<file path="src/logic/pas_consts.vh">
// register map, field layout and timing constants of the proximity adc setup
// Functional notes
// - the recovery select picks 1, 7, 15, 31, 63, 127, 255 or 511 adc clocks before each proximity conversion.
// - the recovery lasts that clock count times 50 ns times two to the gain exponent.
// - led pulse width and integration time are both stretched by two to the gain exponent.
// - the range bit selects normal sensitivity when clear and high signal range when set.
// - the mode bit selects raw adc measurement when clear and normal proximity when set.
// - the misc setting resets to 0x04, normal proximity mode with normal range.
// - ambient ir selector code 0x00 picks the small ir diode and 0x03 the large.
// - in raw mode the ir led drives stay off during proximity conversions.
`ifndef PAS_CONSTS_VH
`define PAS_CONSTS_VH

// ==========================================================
// register indices (byte address is index times four)
`define PAS_IDX_RECOVERY     8'h0A
`define PAS_IDX_GAIN         8'h0B
`define PAS_IDX_MISC         8'h0C
`define PAS_IDX_AMB_IR       8'h0E

// ==========================================================
// reset values
`define PAS_RST_RECOVERY     8'h70
`define PAS_RST_GAIN         8'h00
`define PAS_RST_MISC         8'h04
`define PAS_RST_AMB_IR       8'h00

// ==========================================================
// writable bit masks
`define PAS_MASK_RECOVERY    8'h70
`define PAS_MASK_GAIN        8'h07
`define PAS_MASK_MISC        8'h24
`define PAS_MASK_AMB_IR      8'hFF

// ==========================================================
// field positions
`define PAS_REC_LSB          4
`define PAS_RANGE_BIT        5
`define PAS_MODE_BIT         2

// ==========================================================
// input selector codes
`define PAS_SEL_SMALL_IR     8'h00
`define PAS_SEL_LARGE_IR     8'h03

// ==========================================================
// timing
`define PAS_ADC_BASE_NS      50
`define PAS_SYS_CLK_NS       10
`define PAS_ADC_DIV          ((`PAS_ADC_BASE_NS + `PAS_SYS_CLK_NS - 1) / `PAS_SYS_CLK_NS)
`define PAS_INTEG_BASE       16

`endif

</file>
<file path="src/logic/pas_setup.v">
// proximity adc setup registers with apb slave and conversion sequencer
`timescale 1ns/10ps
`include "pas_consts.vh"
module pas_setup #(
    parameter INTEG_CLKS = `PAS_INTEG_BASE,
    parameter ADC_DIV    = `PAS_ADC_DIV
) (
    input  wire        ref_clk,
    input  wire        resetn,
    input  wire        psel,
    input  wire        penable,
    input  wire        pwrite,
    input  wire [11:0] paddr,
    input  wire [31:0] pwdata,
    input  wire [3:0]  pstrb,
    output wire        pready,
    output reg  [31:0] prdata,
    output wire        pslverr,
    input  wire        conv_start,
    output wire        conv_busy,
    output reg         led_drive_r,
    output reg         adc_integrate_r,
    output reg         conv_done_r,
    output reg         adc_high_range_r,
    output reg  [7:0]  adc_input_sel_r,
    output reg  [2:0]  prox_gain_exp_r,
    output reg         prox_measure_mode_r
);
    // ==========================================================
    // register file
    reg  [7:0] rec_r;
    reg  [7:0] gain_r;
    reg  [7:0] misc_r;
    reg  [7:0] amb_r;

    wire       acc      = psel & penable;
    wire       aligned  = (paddr[1:0] == 2'b00);
    wire [7:0] idx      = {2'b00, paddr[7:2]};
    wire       hi_zero  = (paddr[11:8] == 4'h0);
    wire       hit_rec  = aligned & hi_zero & (idx == `PAS_IDX_RECOVERY);
    wire       hit_gain = aligned & hi_zero & (idx == `PAS_IDX_GAIN);
    wire       hit_misc = aligned & hi_zero & (idx == `PAS_IDX_MISC);
    wire       hit_amb  = aligned & hi_zero & (idx == `PAS_IDX_AMB_IR);
    wire       hit_any  = hit_rec | hit_gain | hit_misc | hit_amb;
    wire       wr       = acc & pwrite & hit_any & pstrb[0];

    // zero-wait slave: each access completes in its first access cycle
    assign pready  = 1'b1;
    assign pslverr = acc & ~hit_any;

    always @(posedge ref_clk) begin
        if (!resetn) begin
            rec_r  <= `PAS_RST_RECOVERY;
            gain_r <= `PAS_RST_GAIN;
            misc_r <= `PAS_RST_MISC;
            amb_r  <= `PAS_RST_AMB_IR;
        end else if (wr) begin
            // reserved bits masked off on write
            if (hit_rec) begin
                rec_r <= pwdata[7:0] & `PAS_MASK_RECOVERY;
            end
            if (hit_gain) begin
                gain_r <= pwdata[7:0] & `PAS_MASK_GAIN;
            end
            if (hit_misc) begin
                misc_r <= pwdata[7:0] & `PAS_MASK_MISC;
            end
            if (hit_amb) begin
                amb_r <= pwdata[7:0];
            end
        end
    end

    // read data registered during setup so it is stable in access phase
    always @(posedge ref_clk) begin
        if (!resetn) begin
            prdata <= 32'h0000_0000;
        end else if (psel & ~penable & ~pwrite) begin
            prdata <= 32'h0000_0000;
            if (hit_rec) begin
                prdata <= {24'h00_0000, rec_r};
            end
            if (hit_gain) begin
                prdata <= {24'h00_0000, gain_r};
            end
            if (hit_misc) begin
                prdata <= {24'h00_0000, misc_r};
            end
            if (hit_amb) begin
                prdata <= {24'h00_0000, amb_r};
            end
        end
    end

    // ==========================================================
    // recovery clock count lookup
    wire [2:0] rec_sel = rec_r[`PAS_REC_LSB+2:`PAS_REC_LSB];
    reg  [9:0] rec_clks;
    always @* begin
        case (rec_sel)
            3'd0:    rec_clks = 10'd1;
            3'd1:    rec_clks = 10'd7;
            3'd2:    rec_clks = 10'd15;
            3'd3:    rec_clks = 10'd31;
            3'd4:    rec_clks = 10'd63;
            3'd5:    rec_clks = 10'd127;
            3'd6:    rec_clks = 10'd255;
            default: rec_clks = 10'd511;
        endcase
    end

    // ==========================================================
    // conversion sequencer
    localparam [3:0] S_IDLE = 4'b0001;
    localparam [3:0] S_REC  = 4'b0010;
    localparam [3:0] S_INT  = 4'b0100;
    localparam [3:0] S_END  = 4'b1000;

    reg  [3:0]  state_r;
    reg  [3:0]  state_nxt;
    reg         load;
    reg  [23:0] load_val;
    wire        t_done;
    wire        t_busy;
    wire [2:0]  g = gain_r[2:0];
    wire        normal_mode = misc_r[`PAS_MODE_BIT];

    // settings are latched at start so mid-conversion writes cannot
    // change the timing of a conversion already in flight
    wire [31:0] rec_prod   = {22'h00_0000, rec_clks} * ADC_DIV;
    wire [31:0] integ_prod = INTEG_CLKS * ADC_DIV;
    wire [23:0] rec_cnt    = rec_prod[23:0] << g;
    wire [23:0] integ_cnt  = integ_prod[23:0] << prox_gain_exp_r;

    always @* begin
        state_nxt = state_r;
        load      = 1'b0;
        load_val  = 24'h00_0000;
        case (state_r)
            S_IDLE: begin
                if (conv_start) begin
                    state_nxt = S_REC;
                    load      = 1'b1;
                    load_val  = rec_cnt;
                end
            end
            S_REC: begin
                if (t_done) begin
                    state_nxt = S_INT;
                    load      = 1'b1;
                    load_val  = integ_cnt;
                end
            end
            S_INT: begin
                if (t_done) begin
                    state_nxt = S_END;
                end
            end
            S_END: begin
                state_nxt = S_IDLE;
            end
            default: begin
                state_nxt = S_IDLE;
            end
        endcase
    end

    always @(posedge ref_clk) begin
        if (!resetn) begin
            state_r             <= S_IDLE;
            led_drive_r         <= 1'b0;
            adc_integrate_r     <= 1'b0;
            conv_done_r         <= 1'b0;
            adc_high_range_r    <= 1'b0;
            adc_input_sel_r     <= `PAS_SEL_SMALL_IR;
            prox_gain_exp_r     <= 3'd0;
            prox_measure_mode_r <= 1'b1;
        end else begin
            state_r     <= state_nxt;
            conv_done_r <= (state_r == S_END);
            if (state_r == S_IDLE && conv_start) begin
                adc_high_range_r    <= misc_r[`PAS_RANGE_BIT];
                prox_measure_mode_r <= normal_mode;
                prox_gain_exp_r     <= g;
                adc_input_sel_r     <= amb_r;
            end
            adc_integrate_r <= (state_nxt == S_INT);
            // led only fires in normal proximity mode
            led_drive_r <= (state_nxt == S_INT) &
                           ((state_r == S_IDLE) ? normal_mode
                                                : prox_measure_mode_r);
        end
    end

    assign conv_busy = (state_r != S_IDLE);

    pas_gain_timer #(
        .W(24)
    ) u_timer (
        .ref_clk  (ref_clk),
        .resetn   (resetn),
        .load     (load),
        .count_in (load_val),
        .busy     (t_busy),
        .done_r   (t_done)
    );
endmodule

</file>
<file path="src/logic/pas_gain_timer.v">
// down counter measuring adc-clock periods scaled by the gain exponent
`timescale 1ns/10ps
module pas_gain_timer #(
    parameter W = 24
) (
    input  wire         ref_clk,
    input  wire         resetn,
    input  wire         load,
    input  wire [W-1:0] count_in,
    output wire         busy,
    output reg          done_r
);
    reg [W-1:0] cnt_r;

    assign busy = (cnt_r != {W{1'b0}});

    always @(posedge ref_clk) begin
        if (!resetn) begin
            cnt_r  <= {W{1'b0}};
            done_r <= 1'b0;
        end else begin
            done_r <= 1'b0;
            // done leads the last count by one edge so that the phase
            // it ends lasts exactly the loaded number of cycles
            if (load) begin
                cnt_r  <= count_in;
                done_r <= (count_in == {{(W-1){1'b0}}, 1'b1});
            end else if (busy) begin
                cnt_r <= cnt_r - {{(W-1){1'b0}}, 1'b1};
                if (cnt_r == {{(W-2){1'b0}}, 2'b10}) begin
                    done_r <= 1'b1;
                end
            end
        end
    end
endmodule

</file>
<file path="config.mk">
export PLATFORM = sky130hd
export DESIGN_NAME = pas_setup
export DESIGN_NICKNAME = d
export VERILOG_FILES = /design/src/logic/pas_setup.v /design/src/logic/pas_gain_timer.v
export VERILOG_INCLUDE_DIRS = /design/src /design/src/logic
export SDC_FILE = /design/constraint.sdc
export NUM_CORES = 1
export LEC_CHECK = 0
export BUFFER_PORTS_ARGS = -buffer_cell sky130_fd_sc_hd__buf_4
export CAP_MARGIN = 20
export CORE_UTILIZATION = 47
export CTS_CLUSTER_SIZE = 16
export DETAILED_ROUTE_END_ITERATION = 12
export PLACE_DENSITY = 0.72
export RECOVER_POWER = 100
export SLEW_MARGIN = 25
export SYNTH_ARGS = -nofsm -noshare
export SYNTH_HDL_FRONTEND = slang
export SYNTH_SLANG_ARGS = --single-unit
</file>
<file path="constraint.sdc">
create_clock -name ref_clk -period 8.5 [get_ports ref_clk]
set_clock_uncertainty 0.15 [all_clocks]
set_input_delay 0.85 -clock ref_clk [delete_from_list [all_inputs] [get_ports ref_clk]]
set_output_delay 0.85 -clock ref_clk [all_outputs]
set_load 0.005 [all_outputs]
</file>
==> After elaboration in Yosys (flattened, before gate mapping) <==
Cells that the tools add are included.
{ "op_classes": {"mux": 21, "n_eq_ne": 18, "bitwise": 19, "reduce_logical": 10, "n_mul": 1, "addsub": 1, "n_shift": 2} }
{ "ops": {"columns": ["operator", "count"], "rows": [
  ["two-way mux 24 bit", 4],
  ["two-way mux 32 bit", 3],
  ["case mux 9 bit (7 select lines)", 1],
  ["case mux 24 bit (2 select lines)", 1],
  ["== test 24 x 1 -> 1 bit, second input constant", 1],
  ["== test 24 x 2 -> 1 bit, second input constant", 1],
  ["== test 6 x 4 -> 1 bit, second input constant", 4],
  ["nonzero test 24 bit", 1],
  ["left shift 13 x 3 -> 24 bit", 1],
  ["left shift 7 x 3 -> 24 bit, first input constant", 1],
  ["subtractor 24 x 1 -> 24 bit, second input constant", 1],
  ["AND 1 bit", 13],
  ["multiplier 10 x 3 -> 13 bit, second input constant", 1],
  ["two-way mux 4 bit", 3],
  ["case mux 4 bit (3 select lines)", 1],
  ["== test 3 bit, second input constant", 3],
  ["== test 4 x 3 -> 1 bit, second input constant", 2],
  ["AND reduction 2 bit", 4],
  ["two-way mux 7 bit", 1],
  ["== test 3 x 2 -> 1 bit, second input constant", 2],
  ["two-way mux 1 bit", 6],
  ["== test 4 x 1 -> 1 bit, second input constant", 1],
  ["== test 4 x 2 -> 1 bit, second input constant", 1],
  ["== test 4 bit, second input constant", 1],
  ["other kinds (10)", 14]
]} }
{ "word_totals": {"output_inout_bits": 51, "inputBits": 54, "wordCells": 87, "ff_bits": 93} }

==> Longest topological paths before layout <==
{ "depth": {"depth_word": 9, "depth_mapped": 15, "depth_no_buf": 10} }

==> Cells and area by module <==
A second synthesis with hierarchy kept.
{ "hier_totals": {"cells_unflattened": 578, "hier_area_um2": 4605.7} }
{ "modules_own_cells": {"columns": ["module", "area_each_um2", "seq_area_each_um2", "cells_each", "instances"], "rows": [
  ["pas_setup", 3199.3, 880.8, 407, 1],
  ["pas_gain_timer", 1406.3, 500.5, 171, 1]
]} }

==> Worst setup path after synthesis <==
Ideal clock, no wire load.
{ "synth_path": {"path_type": "register to register", "start": "register rec_r[6]", "end": "register u_timer.done_r", "required_time_ps": 8263, "n_path_buf": 5, "path_stages_with_launch": 15, "arrival_time_ps": 3182, "synth_period_minus_slack_ps": 3419, "slack_ps": 5081, "setup_time_ps": 87, "cell_sequence": "dfxtp_1 -> buf_2 -> buf_2 -> buf_1 -> clkbuf_1 -> ha_1 -> ha_1 -> buf_2 -> nand2_1 -> nor3_1 -> nor4_4 -> o32ai_1 -> a211oi_2 -> a2111o_1 -> o31ai_1"} }
{ "synth_between": {"elab_chain_len": 8, "word_cells_on_any_way": 14, "cone_classes": "1 x mul; 7 x eq/ne; 1 x shift; 4 x mux; 1 x reduce/logical"} }
{ "synth_rtl": {"columns": ["item", "line_no", "source"], "rows": [
  ["start, declared", "pas_setup.v:31", "reg [7:0] rec_r;"],
  ["start signal, assigned", "pas_setup.v:53", "rec_r <= `PAS_RST_RECOVERY;"],
  ["start signal, assigned", "pas_setup.v:60", "rec_r <= pwdata[7:0] & `PAS_MASK_RECOVERY;"],
  ["== test 3 bit (tied with other cells)", "pas_setup.v:100", "case (rec_sel)"],
  ["case mux 9 bit (7 select lines) (*)", "pas_setup.v:100", null],
  ["multiplier 10 x 3 -> 13 bit (*)", "pas_setup.v:130", "wire [31:0] rec_prod = {22'h00_0000, rec_clks} * ADC_DIV;"],
  ["left shift 13 x 3 -> 24 bit (*)", "pas_setup.v:132", "wire [23:0] rec_cnt = rec_prod[23:0] << g;"],
  ["two-way mux 24 bit (*)", "pas_setup.v:141", "if (conv_start) begin"],
  ["case mux 24 bit (2 select lines) (*)", "pas_setup.v:139", "case (state_r)"],
  ["== test 24 x 1 -> 1 bit (*)", "pas_gain_timer.v:27", "done_r <= (count_in == {{(W-1){1'b0}}, 1'b1});"],
  ["two-way mux 1 bit (*)", "pas_gain_timer.v:25", "if (load) begin"],
  ["end signal, assigned", "pas_gain_timer.v:27", null],
  ["end, declared", "pas_gain_timer.v:11", "output reg done_r"]
]} }
Mark *: on every way between the ends. The rest lies on a longest branch, timed or not.
A chain may end at the register's enable or synchronous reset.

==> run_results.csv <==
group,metric,value,unit
worst_setup_path,r2r-end,"u_timer.cnt_r[14]",
placed_design,port-buffer-count,52,
worst_setup_path,crit_path_max_fanout,54,
logic_synthesis,synth_area_leaders,"dfxtp_1 30%, nand2_1 6.4%, mux2i_1 4.3%, buf_4 4.0%, a21oi_1 3.3%",
outcome,status,"finished with violations",
min_path,min_from,"adc_input_sel_r[0]",
detailed_routing,vias,4277,
floorplan,die_w,101,µm
finish,layout-drive-gt1-share,13.7,%
clock_network,cts-resized-gates,0,
floorplan,io_pins,105,
clock_network,clk_latency,350,ps
clock_network,ctsHtreeMaxLevel,3,
global_route,gr-total-overflow,0,
worst_setup_path,critPathArrivalTime,4280,ps
clock_network,clk_pin_slew,70,ps
power_and_ir_drop,powerDensity,158,nW/µm²
sta,hold_viol_final,0,
worst_setup_path,critPathRequiredTime,8590,ps
detailed_routing,dr.pass1.iters,5,
placed_design,post-place-ws,4870,ps
finish,layout.nets,682,
floorplan,start_util,49.2,%
power_and_ir_drop,p_leak,2.13,nW
min_path,holdPathStages,2,
logic_synthesis,synth_top_cells_by_count,"79 x nand2_1, 69 x dfxtp_1, 40 x nor2_1",
clock_network,numClockSinks,69,
worst_setup_path,r2r_start,"rec_r[6]",
power_and_ir_drop,ir_drop,82.3,µV
logic_synthesis,ys.flop_type,"dfxtp_1",
global_route,grt_start_max_net_pins,55,
clock_network,cts_setup_buffers,0,
outcome,violations,"max-capacitance violations, max-slew violations",
logic_synthesis,netlist_area,4640,µm²
logic_synthesis,synth_top_area_cell,"dfxtp_1",
finish,stdcell_count,756,
sta,slew_headroom,-40.9,%
detailed_routing,vias_per_cell,5.66,
floorplan,rows,35,
sta,max_clock_freq,239,MHz
worst_setup_path,ff2ff_setup_slack,4490,ps
global_route,track_usage,23.5,%
placed_design,placed_area,4970,µm²
clock_network,cts_buffers,9,
sta,period_share,49.2,%
floorplan,dieArea,10300,µm²
finish,syn2layout_area_growth,11.6,%
logic_synthesis,synth-seq-area-share,29.8,%
sta,finalMaxSlewViolations,56,
detailed_routing,drc,0,
detailed_routing,finalWirelength,11500,µm
sta,tns,0,ps
sta,setup_viol,0,
floorplan,core,9420,µm²
finish,num_antenna_cells,0,
placed_design,hpwlAfterDp,8240,µm
logic_synthesis,synth.distinct_cells,79,
clock_network,cts_hold_buf,0,
clock_network,cts_root_buf,"clkbuf_8",
job,cap_violations,2,
logic_synthesis,synth-seq-cells,69,
worst_setup_path,cp-start-kind,"primary input",
min_path,hold_class,"reg -> reg",
min_path,holdPathEnd,"adc_input_sel_r[0]",
placed_design,dp.cells,740,
logic_synthesis,yosys_warnings,0,
sta,holdWs,321,ps
global_route,grt_pass1_vias,4033,
worst_setup_path,cp-end-kind,"flop",
global_route,grt_antenna_before_repair,0,
logic_synthesis,avgSynthCellArea,7.80,µm²
detailed_routing,drtAntennaViolNets,0,
logic_synthesis,synth_top_area_share,29.8,%
logic_synthesis,synth_most_common_cell,"nand2_1",
floorplan,die_h,101,µm
sta,period_minus_slack,4190,ps
clock_network,cts_tree,"built",
detailed_routing,drtIter0Drc,234,
logic_synthesis,synthCells,594,
global_route,grt_pass1_wl,19300,µm
logic_synthesis,async_reset_ff_share,0,%
sta,timing.final.ws_setup,4310,ps
finish,fill_cells,891,
sta,rsz0062_at_grt,"false",
worst_setup_path,crit_type,"in -> reg",
worst_setup_path,ff2ff_path_depth,10,
clock_network,cts_buffer_depth,2,
detailed_routing,wire_per_inst,15.2,µm
placed_design,gp_congestion,0.886,
finish,final_area,5170,µm²
logic_synthesis,synth_edf_count,0,
sta,tightest_slew,2110,ps
==> report_power, final <==
part | switching, mW | internal, mW
combinational | 0.0855 | 0.0657
clock | 0.129 | 0.182
sequential | 0.0179 | 0.339
==> worst max-delay path by stage <==
stage,start,to
final,resetn,u_timer.cnt_r[15]
after global placement,rec_r[6],u_timer.done_r
after floorplan,rec_r[6],u_timer.done_r
after global routing,resetn,u_timer.cnt_r[15]
after CTS,rec_r[6],u_timer.done_r
after detailed placement,rec_r[6],u_timer.done_r
==> area by class of cell <==
class / count / area, µm² / share of cell area, %
Clock buffer: 11 / 151 / 2.93
Clock inverter: 5 / 82.6 / 1.60
Inverter: 18 / 67.6 / 1.31
Multi-Input combinational cell: 465 / 2900 / 56.0
Sequential cell: 69 / 1380 / 26.7
Tap cell: 129 / 161 / 3.12
Timing Repair Buffer: 59 / 432 / 8.34
==> state kept, by name (all words and copies together), names as in the netlist, 2 cells and up <==
signal / cells
rec_r: 3
state_r: 4
u_timer.cnt_r: 24
prdata: 8
amb_r: 8
prox_gain_exp_r: 3
adc_input_sel_r: 8
gain_r: 3
misc_r: 2
==> stage by stage <==
| step | power [mW] | utilization [%] |
|---|---|---|
| 6_report | 0.819 | 55.0 |
| 5_1_grt | 0.862 | 55.0 |
| 4_1_cts | 0.824 | 55.3 |
| 3_5_place_dp | 0.512 | 52.8 |
| 3_3_place_gp | 0.508 | 52.8 |
| 2_1_floorplan | 0.480 | - |
==> critical path, cell delays in order <==
cell and delay [ps]:
clkbuf_1 1480, o21ai_0 1200, or3_1 650, o31ai_1 80
==> layout by cell type (no fill, tap or decap), types with 10 or more instances in the layout <==
cell and count:
clkbuf_8 11, xnor2_1 14, o21ai_0 14, buf_4 31
xor2_1 14, nand2_1 79, mux2i_1 20, a21boi_0 14
nor3_1 20, clkbuf_4 25, o22ai_1 10, nor2_1 40
a21oi_1 32, nand3_1 15, nor2b_1 19, conb_1 25
nand2b_1 12, inv_1 17, dfxtp_1 69
==> cells by family (layout without fill, tap and decap cells) <==
kind of cell / count (synthesis) / in the layout / share of synthesized area (%)
and+or+nand+nor: 244 / 244 / 28.0
DFF: 69 / 69 / 29.8
muxes: 21 / 21 / 4.56
AOI/OAI and AO/OA: 141 / 141 / 21.5
xor gates and xnor gates: 28 / 28 / 5.29
other: 2 / 25 / 0.162
adders and majority gates: 6 / 6 / 1.62
buffers and inverters: 83 / 93 / 9.04
==> metal layers <==
| metal | global-route usage (%) | vias to the layer above | wire, µm |
|---|---|---|---|
| met5 | 0 | - | 0 |
| met3 | 4.69 | 17 | 586 |
| li1 | - | 2129 | - |
| met4 | 7.69 | 0 | 206 |
| met1 | 29.5 | 1980 | 5260 |
| met2 | 40.2 | 151 | 5430 |
Power figures use the tool's default switching activity.
